### src/verilog/power_save_pkg.sv
package power_save_pkg;

  localparam logic [23:0] oscillator_config_addr = 24'hf80000;
  localparam logic [23:0] watchdog_config_addr = 24'hf80002;
  localparam logic [23:0] brownout_poweron_config_addr = 24'hf80004;
  localparam logic [23:0] code_segment_config_addr = 24'hf8000a;
  localparam logic [23:0] debug_config_addr = 24'hf8000c;
  localparam int config_word_count = 5;
  localparam int config_data_width = 16;
  localparam logic [15:0] config_word_reset = 16'hffff;
  localparam logic [2:0] config_index_none = 3'h7;
  localparam logic [2:0] priority_reset = 3'h0;

  typedef enum logic [1:0] {
    mode_run,
    mode_sleep,
    mode_idle
  } power_mode_t;

  // encoding of the power_save_instruction operand
  localparam logic save_kind_sleep = 1'b0;
  localparam logic save_kind_idle = 1'b1;

  typedef struct packed {
    logic power_on;
    logic brownout;
    logic master_clear;
  } reset_cause_t;

  typedef struct packed {
    logic valid;
    logic enabled;
    logic [2:0] level;
  } wake_irq_t;

  typedef struct packed {
    logic write;
    logic [2:0] index;
    logic [15:0] data;
  } program_port_t;

  typedef struct packed {
    logic sleep_status;
    logic idle_status;
    logic watchdog_timeout_flag;
  } reset_control_register_t;

  typedef struct packed {
    power_mode_t mode;
    reset_control_register_t status;
    logic resume;
    logic vector;
    logic [23:0] table_data;
    logic [config_word_count*config_data_width-1:0] config_words;
  } power_state_t;

endpackage

### src/verilog/sleep_idle_wake_control.sv
// Functional notes
// RQ1 - any reset kind brings the processor out of Sleep.
// RQ2 - non power-on reset sets sleep status; power-on reset clears it.
// RQ3 - watchdog expiry in Sleep wakes core, sets sleep and timeout flags.
// RQ4 - Idle gates the core clock; peripheral clock keeps running.
// RQ5 - oscillator stays enabled throughout Idle, unlike Sleep.
// RQ6 - per-peripheral idle bit decides whether that peripheral runs in Idle.
// RQ7 - fail-safe low power RC stays on in Idle when clock fail detect on.
// RQ8 - Idle ends on qualified interrupt, any reset, or watchdog expiry.
// RQ9 - leaving Idle re-applies core clock and resumes at next instruction.
// RQ10 - interrupt wake from Idle makes the core vector to its handler.
// RQ11 - interrupt wake from Idle sets the idle status flag.
// RQ12 - non power-on reset sets idle status; power-on reset clears it.
// RQ13 - watchdog expiry in Idle wakes core, sets idle and timeout flags.
// RQ14 - Idle wake inserts no start-up delay.
// RQ15 - configuration words are 24 bits, only low 16 bits hold data.
// RQ16 - five configuration words at fixed program-space addresses.
// RQ17 - software reads configuration words with table reads.
// RQ18 - interrupt wake from Sleep sets the sleep status flag.
// RQ19 - config words read-only to software; only programming path writes.
module sleep_idle_wake_control (
  input wire logic mclk,
  input wire logic nrst,
  input wire power_save_pkg::reset_cause_t reset_cause,
  input wire logic power_save_instruction,
  input wire logic power_save_kind,
  input wire power_save_pkg::wake_irq_t wake_irq,
  input wire logic [2:0] cpu_priority,
  input wire logic watchdog_enable,
  input wire logic watchdog_expired,
  input wire logic clock_fail_detect_enable,
  input wire logic [7:0] peripheral_idle_stop,
  input wire logic table_read,
  input wire logic [23:0] table_address,
  input wire power_save_pkg::program_port_t program_port,
  input wire logic status_clear,
  output logic core_clock_enable,
  output logic [7:0] peripheral_clock_enable,
  output logic oscillator_enable,
  output logic low_power_rc_oscillator,
  output logic resume_pulse,
  output logic vector_pulse,
  output power_save_pkg::reset_control_register_t reset_control_register,
  output logic [23:0] table_read_data
);
  import power_save_pkg::*;

  power_state_t state;
  power_state_t next_state;
  logic any_reset;
  logic irq_ok;
  logic [2:0] read_index;

  function automatic logic [2:0] config_index(input logic [23:0] addr);
    if (addr == oscillator_config_addr) begin
      config_index = 3'h0;
    end else if (addr == watchdog_config_addr) begin
      config_index = 3'h1;
    end else if (addr == brownout_poweron_config_addr) begin
      config_index = 3'h2;
    end else if (addr == code_segment_config_addr) begin
      config_index = 3'h3;
    end else if (addr == debug_config_addr) begin
      config_index = 3'h4;
    end else begin
      config_index = config_index_none;
    end
  endfunction

  // reset causes are pulses from the reset logic on this clock
  assign any_reset = reset_cause.power_on | reset_cause.brownout | reset_cause.master_clear;
  // an interrupt must be enabled and strictly above the running level
  assign irq_ok = wake_irq.valid & wake_irq.enabled & (wake_irq.level > cpu_priority);
  assign read_index = config_index(table_address); // [RQ16]

  always_comb begin
    next_state = state;
    next_state.resume = 1'b0;
    next_state.vector = 1'b0;
    if (status_clear) begin
      next_state.status = '0;
    end
    case (state.mode)
      mode_run: begin
        if (power_save_instruction) begin
          next_state.mode = (power_save_kind == save_kind_idle) ? mode_idle : mode_sleep;
        end
      end
      mode_sleep: begin
        if (irq_ok) begin
          next_state.mode = mode_run;
          next_state.resume = 1'b1;
          next_state.vector = 1'b1;
          next_state.status.sleep_status = 1'b1; // [RQ18]
        end else if (watchdog_enable && watchdog_expired) begin
          next_state.mode = mode_run;
          next_state.resume = 1'b1;
          next_state.status.sleep_status = 1'b1; // [RQ3]
          next_state.status.watchdog_timeout_flag = 1'b1; // [RQ3]
        end
      end
      mode_idle: begin
        // leave in the same edge: no oscillator or power timer wait here
        if (irq_ok) begin
          next_state.mode = mode_run; // [RQ8] [RQ14]
          next_state.resume = 1'b1; // [RQ9]
          next_state.vector = 1'b1; // [RQ10]
          next_state.status.idle_status = 1'b1; // [RQ11]
        end else if (watchdog_enable && watchdog_expired) begin
          next_state.mode = mode_run; // [RQ8]
          next_state.resume = 1'b1; // [RQ9]
          next_state.status.idle_status = 1'b1; // [RQ13]
          next_state.status.watchdog_timeout_flag = 1'b1; // [RQ13]
        end
      end
      default: begin
        next_state.mode = mode_run;
      end
    endcase
    // any reset wins over mode, pulse and status updates, including software clear; config writes and table reads still go ahead
    if (any_reset) begin
      next_state.mode = mode_run; // [RQ1] [RQ8]
      next_state.resume = 1'b0;
      next_state.vector = 1'b0;
      if (reset_cause.power_on) begin
        next_state.status = '0; // [RQ2] [RQ12]
      end else begin
        next_state.status.sleep_status = 1'b1; // [RQ2]
        next_state.status.idle_status = 1'b1; // [RQ12]
      end
    end
    // only the programming path can write; there is no software write port
    if (program_port.write && program_port.index < 3'(config_word_count)) begin
      next_state.config_words[program_port.index*config_data_width +: config_data_width] =
        program_port.data; // [RQ19]
    end
    if (table_read) begin
      if (read_index != config_index_none) begin
        // upper byte is unimplemented and reads zero
        next_state.table_data = {8'h00, // [RQ15]
          state.config_words[read_index*config_data_width +: config_data_width]}; // [RQ17]
      end else begin
        next_state.table_data = 24'h000000;
      end
    end
  end

  always_ff @(posedge mclk) begin
    if (!nrst) begin
      state.mode <= mode_run;
      state.status <= '0;
      state.resume <= 1'b0;
      state.vector <= 1'b0;
      state.table_data <= 24'h000000;
      state.config_words <= {config_word_count{config_word_reset}};
    end else begin
      state <= next_state;
    end
  end

  assign core_clock_enable = (state.mode == mode_run); // [RQ4] [RQ9]
  assign oscillator_enable = (state.mode != mode_sleep); // [RQ5]
  assign low_power_rc_oscillator = clock_fail_detect_enable && (state.mode != mode_sleep); // [RQ7]

  genvar g;
  generate
    for (g = 0; g < 8; g++) begin : gen_periph
      // peripherals run in Idle unless their own idle-stop bit is set
      assign peripheral_clock_enable[g] = (state.mode == mode_run) ||
        ((state.mode == mode_idle) && !peripheral_idle_stop[g]); // [RQ4] [RQ6]
    end
  endgenerate

  assign resume_pulse = state.resume;
  assign vector_pulse = state.vector;
  assign reset_control_register = state.status;
  assign table_read_data = state.table_data;

endmodule

### config.mk
export PLATFORM = sky130hd
export DESIGN_NAME = sleep_idle_wake_control
export DESIGN_NICKNAME = d
export VERILOG_FILES = /design/src/verilog/power_save_pkg.sv /design/src/verilog/sleep_idle_wake_control.sv
export SDC_FILE = /design/constraint.sdc
export NUM_CORES = 1
export LEC_CHECK = 0
export ABC_AREA = 1
export BUFFER_PORTS_ARGS = -buffer_cell sky130_fd_sc_hd__buf_2
export CAP_MARGIN = 20
export CORE_MARGIN = 5
export CORE_UTILIZATION = 30
export CTS_CLUSTER_DIAMETER = 120
export DETAILED_ROUTE_END_ITERATION = 10
export GPL_TIMING_DRIVEN = 0
export SYNTH_ARGS = -nofsm -noshare
export SYNTH_HDL_FRONTEND = slang
export SYNTH_SLANG_ARGS = --single-unit
### constraint.sdc
create_clock -name mclk -period 2.5 [get_ports mclk]
set_clock_uncertainty 0.2 [all_clocks]
set_input_delay 0.25 -clock mclk [delete_from_list [all_inputs] [get_ports mclk]]
set_output_delay 0.25 -clock mclk [all_outputs]
set_load 0.02 [all_outputs]
==> results of run 1 <==
## metal layers
metal / vias up / GRT usage [%] / routed length, um
met4: 0 / 4.38 / 244
met5: - / 0 / 0
met2: 86 / 23.6 / 7240
li1: 2722 / - / -
met1: 2250 / 19.0 / 7180
met3: 16 / 1.56 / 438
## what timing repair did
action	4_1_cts	5_1_grt
buffers inserted	3	0
resized for setup	2	14
setup endpoints to repair	67	44
hold buffers	13	0
hold endpoints to repair	16	0
## logic make-up (layout without fill, tap and decap cells)
group	count (synthesis)	in the layout	synth area share (%)
flip-flops	103	103	37.7
adder cells (fa/ha/maj)	11	11	2.51
other	1	8	0.0685
buffers and inverters	166	297	14.5
AO/OA/AOI/OAI	128	128	16.8
AND/OR/NAND/NOR	331	331	28.5
## worst max path at each step
stage	endpoint	slack [ns]
after floorplan	state[11]$_SDFFE_PN1P_	0.03
after detailed placement	state[78]$_SDFFE_PN1P_	-0.80
after global placement	state[79]$_SDFFE_PN1P_	-0.75
after CTS	state[15]$_SDFFE_PN1P_	0.06
final	state[57]$_SDFFE_PN1P_	0.20
after global routing	state[44]$_SDFFE_PN1P_	0.07
## registers in the layout, indices dropped and copies added, names as in the netlist
signal / flops
reset_control_register: 3
resume_pulse: 1
state: 82
table_read_data: 16
vector_pulse: 1
## area by class of cell
class	count	share of cell area [%]
Buffer	66	6.31
Clock buffer	12	3.78
Clock inverter	4	0.756
Inverter	98	5.48
Multi-Input combinational cell	478	39.3
Sequential cell	103	30.4
Tap cell	229	4.22
Timing Repair Buffer	117	9.74
## worst min-delay path, cell delays in order
cell	delay, ns
sky130_fd_sc_hd__buf_2	0.14
sky130_fd_sc_hd__nand2_1	0.07
sky130_fd_sc_hd__nand3_1	0.06
## placed cells by master (no fill, tap or decap), types with 9 or more instances in the layout
cell type	count
sky130_fd_sc_hd__clkbuf_16	9
sky130_fd_sc_hd__ha_1	11
sky130_fd_sc_hd__nand2_1	143
sky130_fd_sc_hd__nor2_1	34
sky130_fd_sc_hd__o211ai_1	19
sky130_fd_sc_hd__buf_4	34
sky130_fd_sc_hd__inv_1	94
sky130_fd_sc_hd__dlygate4sd3_1	13
sky130_fd_sc_hd__nand3_1	110
sky130_fd_sc_hd__a221o_1	32
sky130_fd_sc_hd__a21oi_1	21
sky130_fd_sc_hd__a31oi_1	15
sky130_fd_sc_hd__clkbuf_1	17
sky130_fd_sc_hd__nand2_2	15
sky130_fd_sc_hd__buf_2	109
sky130_fd_sc_hd__o21ai_0	25
sky130_fd_sc_hd__dfxtp_1	103
## power breakdown
part	internal (mW)	switching (mW)	leakage (nW)
Combinational	0.147	0.234	2.55
Sequential	1.67	0.0154	0.836
Clock	0.834	0.619	0.149
Total	2.65	0.868	3.54
==> flow_summary.json, run 1 <==
{
  "run_status": "finished, final reports clean",
  "dominant_delay_contributor_by_cell_family_on_the_critical_path": "buffers and inverters",
  "ys_top_cells_by_count": "sky130_fd_sc_hd__nand2_1 (143), sky130_fd_sc_hd__nand3_1 (110), sky130_fd_sc_hd__dfxtp_1 (103)",
  "min-delay-path-class": "in2reg",
  "via_per_inst": 4.58,
  "cts_max_path_buffers": 2,
  "p_total_mw": 3.52,
  "drc_errors": 0,
  "worst_path_most_repeated_cell": "sky130_fd_sc_hd__ha_1",
  "maximum_achievable_frequency_ghz": 0.434,
  "cp_cell_sequence": "buf_4, buf_6, inv_1, ha_1, ha_1, nand4_2, clkbuf_1, a221o_1",
  "yosysWarningCount": 0,
  "grt_util_all_layers_pct": 14.1,
  "ys_types": 41,
  "cts_root_buf": "sky130_fd_sc_hd__clkbuf_16",
  "grt_pass1_vias": 4964,
  "number_of_antenna_violations_at_the_first_check_in_global_routing": 0,
  "drt_pre_antenna_iters": 5,
  "count_of_filler_cells_inserted_in_the_layout": 1926,
  "timing.critical_path.fanout_max": 12,
  "cp-end-kind": "flip-flop",
  "register_area_um2": 2060,
  "port_buffers": 101,
  "timing.hold.ws_ns": 0.0193,
  "placedCellCount": 1077,
  "synth_largest_type_area_fraction_pct": 37.7,
  "rows": 49,
  "cell_area_after_synthesis_um2": 5480,
  "setup.worst_path.start_class": "input pin",
  "tritoncts_sinks": 103,
  "ioPinCount": 112,
  "synth_top_cells_by_area": "sky130_fd_sc_hd__dfxtp_1 (38%), sky130_fd_sc_hd__nand3_1 (10%), sky130_fd_sc_hd__nand2_1 (9.8%)",
  "post_route_cells_drive_above_1_share_pct": 22.8,
  "tns_ns": 0,
  "largest_net_degree_at_the_start_of_global_routing": 17,
  "die_area_um2": 21100,
  "max_cap_viol_count": 0,
  "power_density_of_the_placed_cells_nw_per_um2": 519,
  "synth_async_sr_flop_share_pct": 0,
  "synth-edff-count": 0,
  "final_hold_vio_count": 0,
  "postSynthAreaPerCell_um2": 7.40,
  "timing_max_transition_violations_final": 0,
  "dpl_cell_area_um2": 6300,
  "worst_pin_slew_ns": 0.622,
  "timing_worst_setup_path_type": "in2reg",
  "crit_path_top_delay_cell": "sky130_fd_sc_hd__a221o_1",
  "worstHoldPathCells": 3,
  "drt_wl_total_mm": 15.1,
  "die_width_um": 145,
  "postLayoutCoreUtil_pct": 37.8,
  "finalNetCount": 956,
  "num_vias": 5074,
  "placement.setup.worst_slack_ns": -0.796,
  "wire_length_of_the_first_global_routing_pass_mm": 25.0,
  "rsz0062_at_grt": "no",
  "regToRegSetupSlack_ns": 0.56,
  "synth-seq-cells": 103,
  "setup_violations": 0,
  "worst-path-buf-inv": 4,
  "critical_path.reg2reg.startpoint": "state[109]$_SDFFE_PP0P_",
  "r2r_end": "reset_control_register[0]$_SDFF_PN0_",
  "diodes": 0,
  "synth_top_flop_cell": "sky130_fd_sc_hd__dfxtp_1",
  "timing.final.ws_setup_ns": 0.196,
  "total_stage_count_of_the_critical_path": 8,
  "initial_utilization_pct": 30.5,
  "synthesis.instances": 740,
  "timing.final.crit_period_ns": 2.30,
  "post-synth-top-count-cell": "sky130_fd_sc_hd__nand2_1",
  "hp-start": "program_port[14]",
  "hpwl_mm": 12.0,
  "startpoint": "program_port[16]",
  "final_cell_count_no_fill": 1107,
  "gr-total-overflow": 0,
  "rr_worst_depth": 5,
  "critPathMaxStageDelay_ns": 0.42,
  "multi_input_logic_area_um2": 2670,
  "cts_tree": "built",
  "synth_seq_area_share_pct": 37.7,
  "cp_data_arrival_time_ns": 2.33,
  "routability_congestion": 0.813,
  "worst_hold_path.endpoint": "state[78]$_SDFFE_PN1P_",
  "core_area_um2": 18000,
  "cp.required_ns": 2.53,
  "numCtsBuffers": 9,
  "cts_htree_levels": 3,
  "max-vdd-ir-drop_uv": 322,
  "post_route_standard_cell_area_excluding_fillers_um2": 6790,
  "clock_latency_on_the_worst_skew_pair_ns": 0.34,
  "synth.largest_area_cell": "sky130_fd_sc_hd__dfxtp_1",
  "post_cts_clock_slew_at_the_launch_and_capture_registers_of_the_worst_setup_and_hold_paths_ns": 0.07,
  "slew-limit-headroom_pct": 58.4,
  "flow.area_growth_from_synthesis_pct": 23.9,
  "final_min_period_over_clock_period_pct": 92.2,
  "cellLeakagePower_nw": 3.54,
  "antenna_violation_net_count_after_detailed_routing": 0,
  "floorplan.die.height_um": 145,
  "initialDrtViolationCount": 385,
  "route.detailed.wl_per_inst_um": 13.6
}
Note: power is estimated with default switching activity, not from simulation.
==> inputs of run 2 (changes only) <==
--- a/config.mk
+++ b/config.mk
@@ -7,12 +7,13 @@
 export LEC_CHECK = 0
 export ABC_AREA = 1
 export BUFFER_PORTS_ARGS = -buffer_cell sky130_fd_sc_hd__buf_2
-export CAP_MARGIN = 20
+export CORE_ASPECT_RATIO = 1.1
 export CORE_MARGIN = 5
 export CORE_UTILIZATION = 30
 export CTS_CLUSTER_DIAMETER = 120
 export DETAILED_ROUTE_END_ITERATION = 10
 export GPL_TIMING_DRIVEN = 0
+export RECOVER_POWER = 100
 export SYNTH_ARGS = -nofsm -noshare
 export SYNTH_HDL_FRONTEND = slang
 export SYNTH_SLANG_ARGS = --single-unit
==> flow_summary.json, run 2 (same netlist as run 1, synthesis figures left out) <==
{
  "ioPinCount": 112,
  "largest_register_ff_count": 82,
  "final_common_cell": "sky130_fd_sc_hd__nand2_1",
  "worst_pin_slew_ns": 0.622,
  "drt_pre_antenna_iters": 4,
  "via_per_inst": 4.68,
  "cp-end-kind": "flip-flop",
  "cellLeakagePower_nw": 3.39,
  "floorplan.die.height_um": 152,
  "flow.area_growth_from_synthesis_pct": 22.6,
  "initialDrtViolationCount": 485,
  "cts_htree_levels": 3,
  "timing.final.ws_setup_ns": 0.177,
  "setup.worst_path.start_class": "input pin",
  "final_min_period_over_clock_period_pct": 92.9,
  "drc_errors": 0,
  "timing.hold.ws_ns": 0.0000588,
  "count_of_filler_cells_inserted_in_the_layout": 1926,
  "numCtsBuffers": 9,
  "die_width_um": 139,
  "max-vdd-ir-drop_uv": 370,
  "rows": 51,
  "worst_path_most_repeated_cell": "sky130_fd_sc_hd__ha_1",
  "cts_tree": "built",
  "num_vias": 5224,
  "cp_data_arrival_time_ns": 2.41,
  "register_with_the_most_flip_flops": "state",
  "grt_pass1_vias": 4933,
  "post_route_cells_drive_above_1_share_pct": 18.8,
  "cts_root_buf": "sky130_fd_sc_hd__clkbuf_16",
  "grt_util_all_layers_pct": 14.4,
  "timing.final.crit_period_ns": 2.32,
  "slew-limit-headroom_pct": 58.5,
  "maximum_achievable_frequency_ghz": 0.430,
  "gr-total-overflow": 0,
  "postLayoutCoreUtil_pct": 37.7,
  "initial_utilization_pct": 30.8,
  "final_hold_vio_count": 0,
  "finalNetCount": 956,
  "rr_worst_depth": 5,
  "setup_violations": 0,
  "worstHoldPathCells": 3,
  "die_area_um2": 21100,
  "critPathMaxStageDelay_ns": 0.41,
  "port_buffers": 101,
  "cp_cell_sequence": "clkbuf_4, buf_6, inv_1, ha_1, ha_1, nand4_2, nor2_4, clkbuf_2, a221o_1",
  "min-delay-path-class": "in2reg",
  "route.detailed.wl_per_inst_um": 13.7,
  "hpwl_mm": 12.0,
  "antenna_violation_net_count_after_detailed_routing": 0,
  "core_area_um2": 17800,
  "drt_wl_total_mm": 15.3,
  "crit_path_top_delay_cell": "sky130_fd_sc_hd__ha_1",
  "tritoncts_sinks": 103,
  "dominant_delay_contributor_by_cell_family_on_the_critical_path": "buffers and inverters",
  "wire_length_of_the_first_global_routing_pass_mm": 25.0,
  "power_density_of_the_placed_cells_nw_per_um2": 521,
  "largest_net_degree_at_the_start_of_global_routing": 17,
  "p_total_mw": 3.50,
  "placement.setup.worst_slack_ns": -0.773,
  "rsz0062_at_grt": "no",
  "post_cts_clock_slew_at_the_launch_and_capture_registers_of_the_worst_setup_and_hold_paths_ns": 0.07,
  "run_status": "finished, final reports clean",
  "mostFrequentLayoutCells": "sky130_fd_sc_hd__nand2_1 (144), sky130_fd_sc_hd__nand3_1 (110), sky130_fd_sc_hd__dfxtp_1 (103)",
  "clock_latency_on_the_worst_skew_pair_ns": 0.35,
  "timing_max_transition_violations_final": 0,
  "timing_worst_setup_path_type": "in2reg",
  "worst-path-buf-inv": 4,
  "timing.critical_path.fanout_max": 12,
  "cp.required_ns": 2.59,
  "cts_max_path_buffers": 2,
  "diodes": 0,
  "max_cap_viol_count": 0,
  "routability_congestion": 0.824,
  "total_stage_count_of_the_critical_path": 9,
  "number_of_antenna_violations_at_the_first_check_in_global_routing": 0
}
==> run 2: cell count changes in the layout (fill, tap and decap cells not counted), moves of 2 or more <==
cell,previous run,this run
sky130_fd_sc_hd__nor2_2,2,4
sky130_fd_sc_hd__buf_6,5,3
sky130_fd_sc_hd__o311ai_0,4,6
sky130_fd_sc_hd__buf_4,34,32
sky130_fd_sc_hd__clkbuf_1,17,49
sky130_fd_sc_hd__clkbuf_2,2,8
sky130_fd_sc_hd__buf_2,109,73
sky130_fd_sc_hd__o311ai_1,2,0
==> run 2: stage by stage <==
step                setup TNS [ns]  cell area (um2)  instances
finish                           0             6710       1116
global route                     0             6710       1116
CTS                              0             6780       1117
detailed placement          -39.38             6310       1086
global placement            -36.20             6310       1086
floorplan                        0             5510        747
==> run 2: repair_timing <==
| action | 4_1_cts | 5_1_grt |
|---|---|---|
| setup endpoints to repair | 68 | 64 |
| hold buffers | 14 | 0 |
| resized for setup | 7 | 8 |
| buffers inserted | 2 | 0 |
| endpoints found under the hold margin | 14 | 0 |
==> run 2: worst reg2reg max path, cell delays in order, from the launching register on <==
cell,delay [ns]
sky130_fd_sc_hd__dfxtp_1,0.36
sky130_fd_sc_hd__inv_1,0.07
sky130_fd_sc_hd__ha_1,0.32
sky130_fd_sc_hd__nand4_1,0.10
sky130_fd_sc_hd__a221oi_1,0.23
sky130_fd_sc_hd__dlygate4sd3_1,0.58
==> run 2: final timing paths <==
check,from,slack (ns),endpoint
worst max-delay path,program_port[16],0.18,state[29]$_SDFFE_PN1P_
worst min-delay path,program_port[0],0.00006,state[0]$_SDFFE_PN1P_
worst max register to register,state[109]$_SDFFE_PP0P_,0.58,reset_control_register[0]$_SDFF_PN0_
worst min register to register,table_read_data[2]$_SDFFE_PN0P_,0.26,table_read_data[2]$_SDFFE_PN0P_
==> run 2: area by class of cell <==
type                    instances  area [um2]  area share (%)
well taps                     238         298            4.44
repair buffers                117         618            9.21
multi-input cells             478        2650            39.4
inverters                      98         368            5.48
clock buffers                  11         243            3.62
flip-flops and latches        103        2060            30.7
plain buffers                  66         420            6.26
clock inverters                 5        56.3           0.839
==> run 2: power by group <==
| group | leakage [nW] | internal, mW | switching [mW] |
|---|---|---|---|
| registers | 0.836 | 1.67 | 0.0152 |
| logic | 2.41 | 0.145 | 0.234 |
| clock network | 0.146 | 0.805 | 0.627 |
==> run 2: metal layers <==
layer,track usage (%),share of wire [%]
met1,18.6,45
met2,25.1,50
met5,0,0
met4,4.75,1.1
met3,2.04,4.3
==> inputs of run 3 (changes only) <==
==> constraint.sdc (replaced) <==
create_clock -name mclk -period 2.9 [get_ports mclk]
set_clock_uncertainty 0.2 [all_clocks]
set_input_delay 0.29 -clock mclk [delete_from_list [all_inputs] [get_ports mclk]]
set_output_delay 0.29 -clock mclk [all_outputs]
set_load 0.02 [all_outputs]
==> flow_summary.json, run 3 (same netlist as run 1, synthesis figures left out) <==
{
  "cp.required_ns": 2.98,
  "timing.hold.ws_ns": 0.00972,
  "grt_pass1_vias": 4869,
  "tns_ns": 0,
  "die_area_um2": 21100,
  "max-vdd-ir-drop_uv": 236,
  "initialDrtViolationCount": 314,
  "internal_power_summed_over_all_cells_mw": 2.27,
  "p_total_mw": 3.01,
  "run_status": "finished, final reports clean",
  "route.detailed.wl_per_inst_um": 13.4,
  "largest_register_ff_count": 82,
  "cts_max_path_buffers": 2,
  "hpwl_mm": 12.0,
  "post_route_standard_cell_area_excluding_fillers_um2": 6540,
  "drc_errors": 0,
  "worst-path-buf-inv": 5,
  "power_density_of_the_placed_cells_nw_per_um2": 460,
  "critPathMaxStageDelay_ns": 0.39,
  "numCtsBuffers": 9,
  "crit_path_top_delay_cell": "sky130_fd_sc_hd__nor3_4",
  "worst_path_most_repeated_cell": "sky130_fd_sc_hd__ha_1",
  "setup_violations": 0,
  "number_of_antenna_violations_at_the_first_check_in_global_routing": 0,
  "register_with_the_most_flip_flops": "state",
  "hp-start": "program_port[13]",
  "grt_util_all_layers_pct": 14.0,
  "startpoint": "program_port[16]",
  "maximum_achievable_frequency_ghz": 0.379,
  "switching_share_pct": 24.4,
  "cellLeakagePower_nw": 3.30,
  "pwr-share-comb_pct": 10.2,
  "rows": 51,
  "tritoncts_sinks": 103,
  "cts_tree": "built",
  "routability_congestion": 0.813,
  "dpl_cell_area_um2": 6300,
  "flow.area_growth_from_synthesis_pct": 19.4,
  "diodes": 0,
  "placedCellCount": 1086,
  "post_route_cells_drive_above_1_share_pct": 18.1,
  "final_min_period_over_clock_period_pct": 90.9,
  "post_cts_clock_slew_at_the_launch_and_capture_registers_of_the_worst_setup_and_hold_paths_ns": 0.07,
  "timing_worst_setup_path_type": "in2reg",
  "placement.setup.worst_slack_ns": -0.810,
  "p_switching_uw": 735,
  "setup.worst_path.start_class": "input pin",
  "drt_wl_total_mm": 14.8,
  "slew-limit-headroom_pct": 53.3,
  "cts_htree_levels": 3,
  "ioPinCount": 112,
  "timing_max_transition_violations_final": 0,
  "clock_power_share_pct": 41.4,
  "floorplan.die.height_um": 152,
  "clock_latency_on_the_worst_skew_pair_ns": 0.34,
  "cp_cell_sequence": "clkbuf_4, buf_4, inv_1, ha_1, ha_1, clkbuf_1, nand4_2, nor3_4, clkbuf_2, a221o_1",
  "gr-total-overflow": 0,
  "final_cell_count_no_fill": 1104,
  "initial_utilization_pct": 30.8,
  "wire_length_of_the_first_global_routing_pass_mm": 24.4,
  "postLayoutCoreUtil_pct": 36.7,
  "num_vias": 5093,
  "via_per_inst": 4.61,
  "timing.final.crit_period_ns": 2.64,
  "core_area_um2": 17800,
  "min-delay-path-class": "in2reg",
  "cts_root_buf": "sky130_fd_sc_hd__clkbuf_16",
  "mostFrequentLayoutCells": "sky130_fd_sc_hd__nand2_1 (143), sky130_fd_sc_hd__nand3_1 (110), sky130_fd_sc_hd__dfxtp_1 (103)",
  "cts.hold.buffers_added": 0,
  "rsz0062_at_grt": "no",
  "dominant_delay_contributor_by_cell_family_on_the_critical_path": "buffers and inverters",
  "cp_data_arrival_time_ns": 2.72,
  "power.share.sequential_pct": 48.4,
  "final_hold_vio_count": 0,
  "die_width_um": 139,
  "critical_path.reg2reg.startpoint": "state[110]$_SDFFE_PP0P_",
  "worst_pin_slew_ns": 0.698,
  "largest_net_degree_at_the_start_of_global_routing": 17,
  "antenna_violation_net_count_after_detailed_routing": 0,
  "max_cap_viol_count": 0,
  "timing.critical_path.fanout_max": 12,
  "timing.final.ws_setup_ns": 0.263,
  "final_common_cell": "sky130_fd_sc_hd__nand2_1",
  "finalNetCount": 944,
  "port_buffers": 101,
  "cp-end-kind": "flip-flop",
  "drt_pre_antenna_iters": 5
}
-- run 3: cell types whose count changed in the layout (fill, tap and decap cells not counted), moves of 2 or more --
cell / previous run / this run
sky130_fd_sc_hd__buf_6: 3 / 1
sky130_fd_sc_hd__buf_4: 32 / 30
sky130_fd_sc_hd__clkbuf_2: 8 / 6
sky130_fd_sc_hd__nor2_1: 34 / 36
sky130_fd_sc_hd__clkbuf_1: 49 / 57
sky130_fd_sc_hd__dlygate4sd3_1: 14 / 0
-- run 3: path summary, 6_finish.rpt --
| kind | to | slack, ns | cells after the start |
|---|---|---|---|
| setup reg to reg | state[109]$_SDFFE_PP0P_ | 1.29 | 7 |
| hold reg to reg | table_read_data[7]$_SDFFE_PN0P_ | 0.26 | 2 |
| setup / recovery | state[60]$_SDFFE_PN1P_ | 0.26 | 10 |
| hold / removal | state[45]$_SDFFE_PN1P_ | 0.01 | 3 |
-- run 3: area by class of cell --
class | instances | area, um2
Fill cell | 1939 | 11300
Multi-Input combinational cell | 478 | 2620
Sequential cell | 103 | 2060
Timing Repair Buffer | 104 | 479
Buffer | 67 | 402
Inverter | 98 | 368
Tap cell | 238 | 298
Clock buffer | 12 | 256
Clock inverter | 4 | 52.6
-- run 3: power groups by stage --
stage	registers, mW	logic, mW	clock network (mW)
global route	1.46	0.344	1.34
detailed placement	1.49	0.306	0
global placement	1.49	0.304	0
finish	1.46	0.307	1.25
floorplan	1.48	0.192	0
CTS	1.46	0.311	1.27
-- run 3: layer usage --
metal / track usage (%) / part of all wire [%]
met5: 0 / 0
met4: 3.57 / 1.1
met3: 2.29 / 3.3
met2: 24.3 / 49
met1: 18.3 / 47
-- run 3: what timing repair did --
item	4_1_cts	5_1_grt
resized for setup	2	4
setup endpoints to repair	73	61
buffers inserted	3	0
pin swaps	1	0
-- run 3: worst reg2reg max path, cell delays in order, from the launching register on --
cell and delay (ns):
sky130_fd_sc_hd__dfxtp_1 0.31, sky130_fd_sc_hd__inv_1 0.09, sky130_fd_sc_hd__ha_1 0.19, sky130_fd_sc_hd__inv_1 0.13, sky130_fd_sc_hd__o22ai_1 0.33, sky130_fd_sc_hd__nor3_1 0.08, sky130_fd_sc_hd__a21oi_1 0.12, sky130_fd_sc_hd__nor2_1 0.05
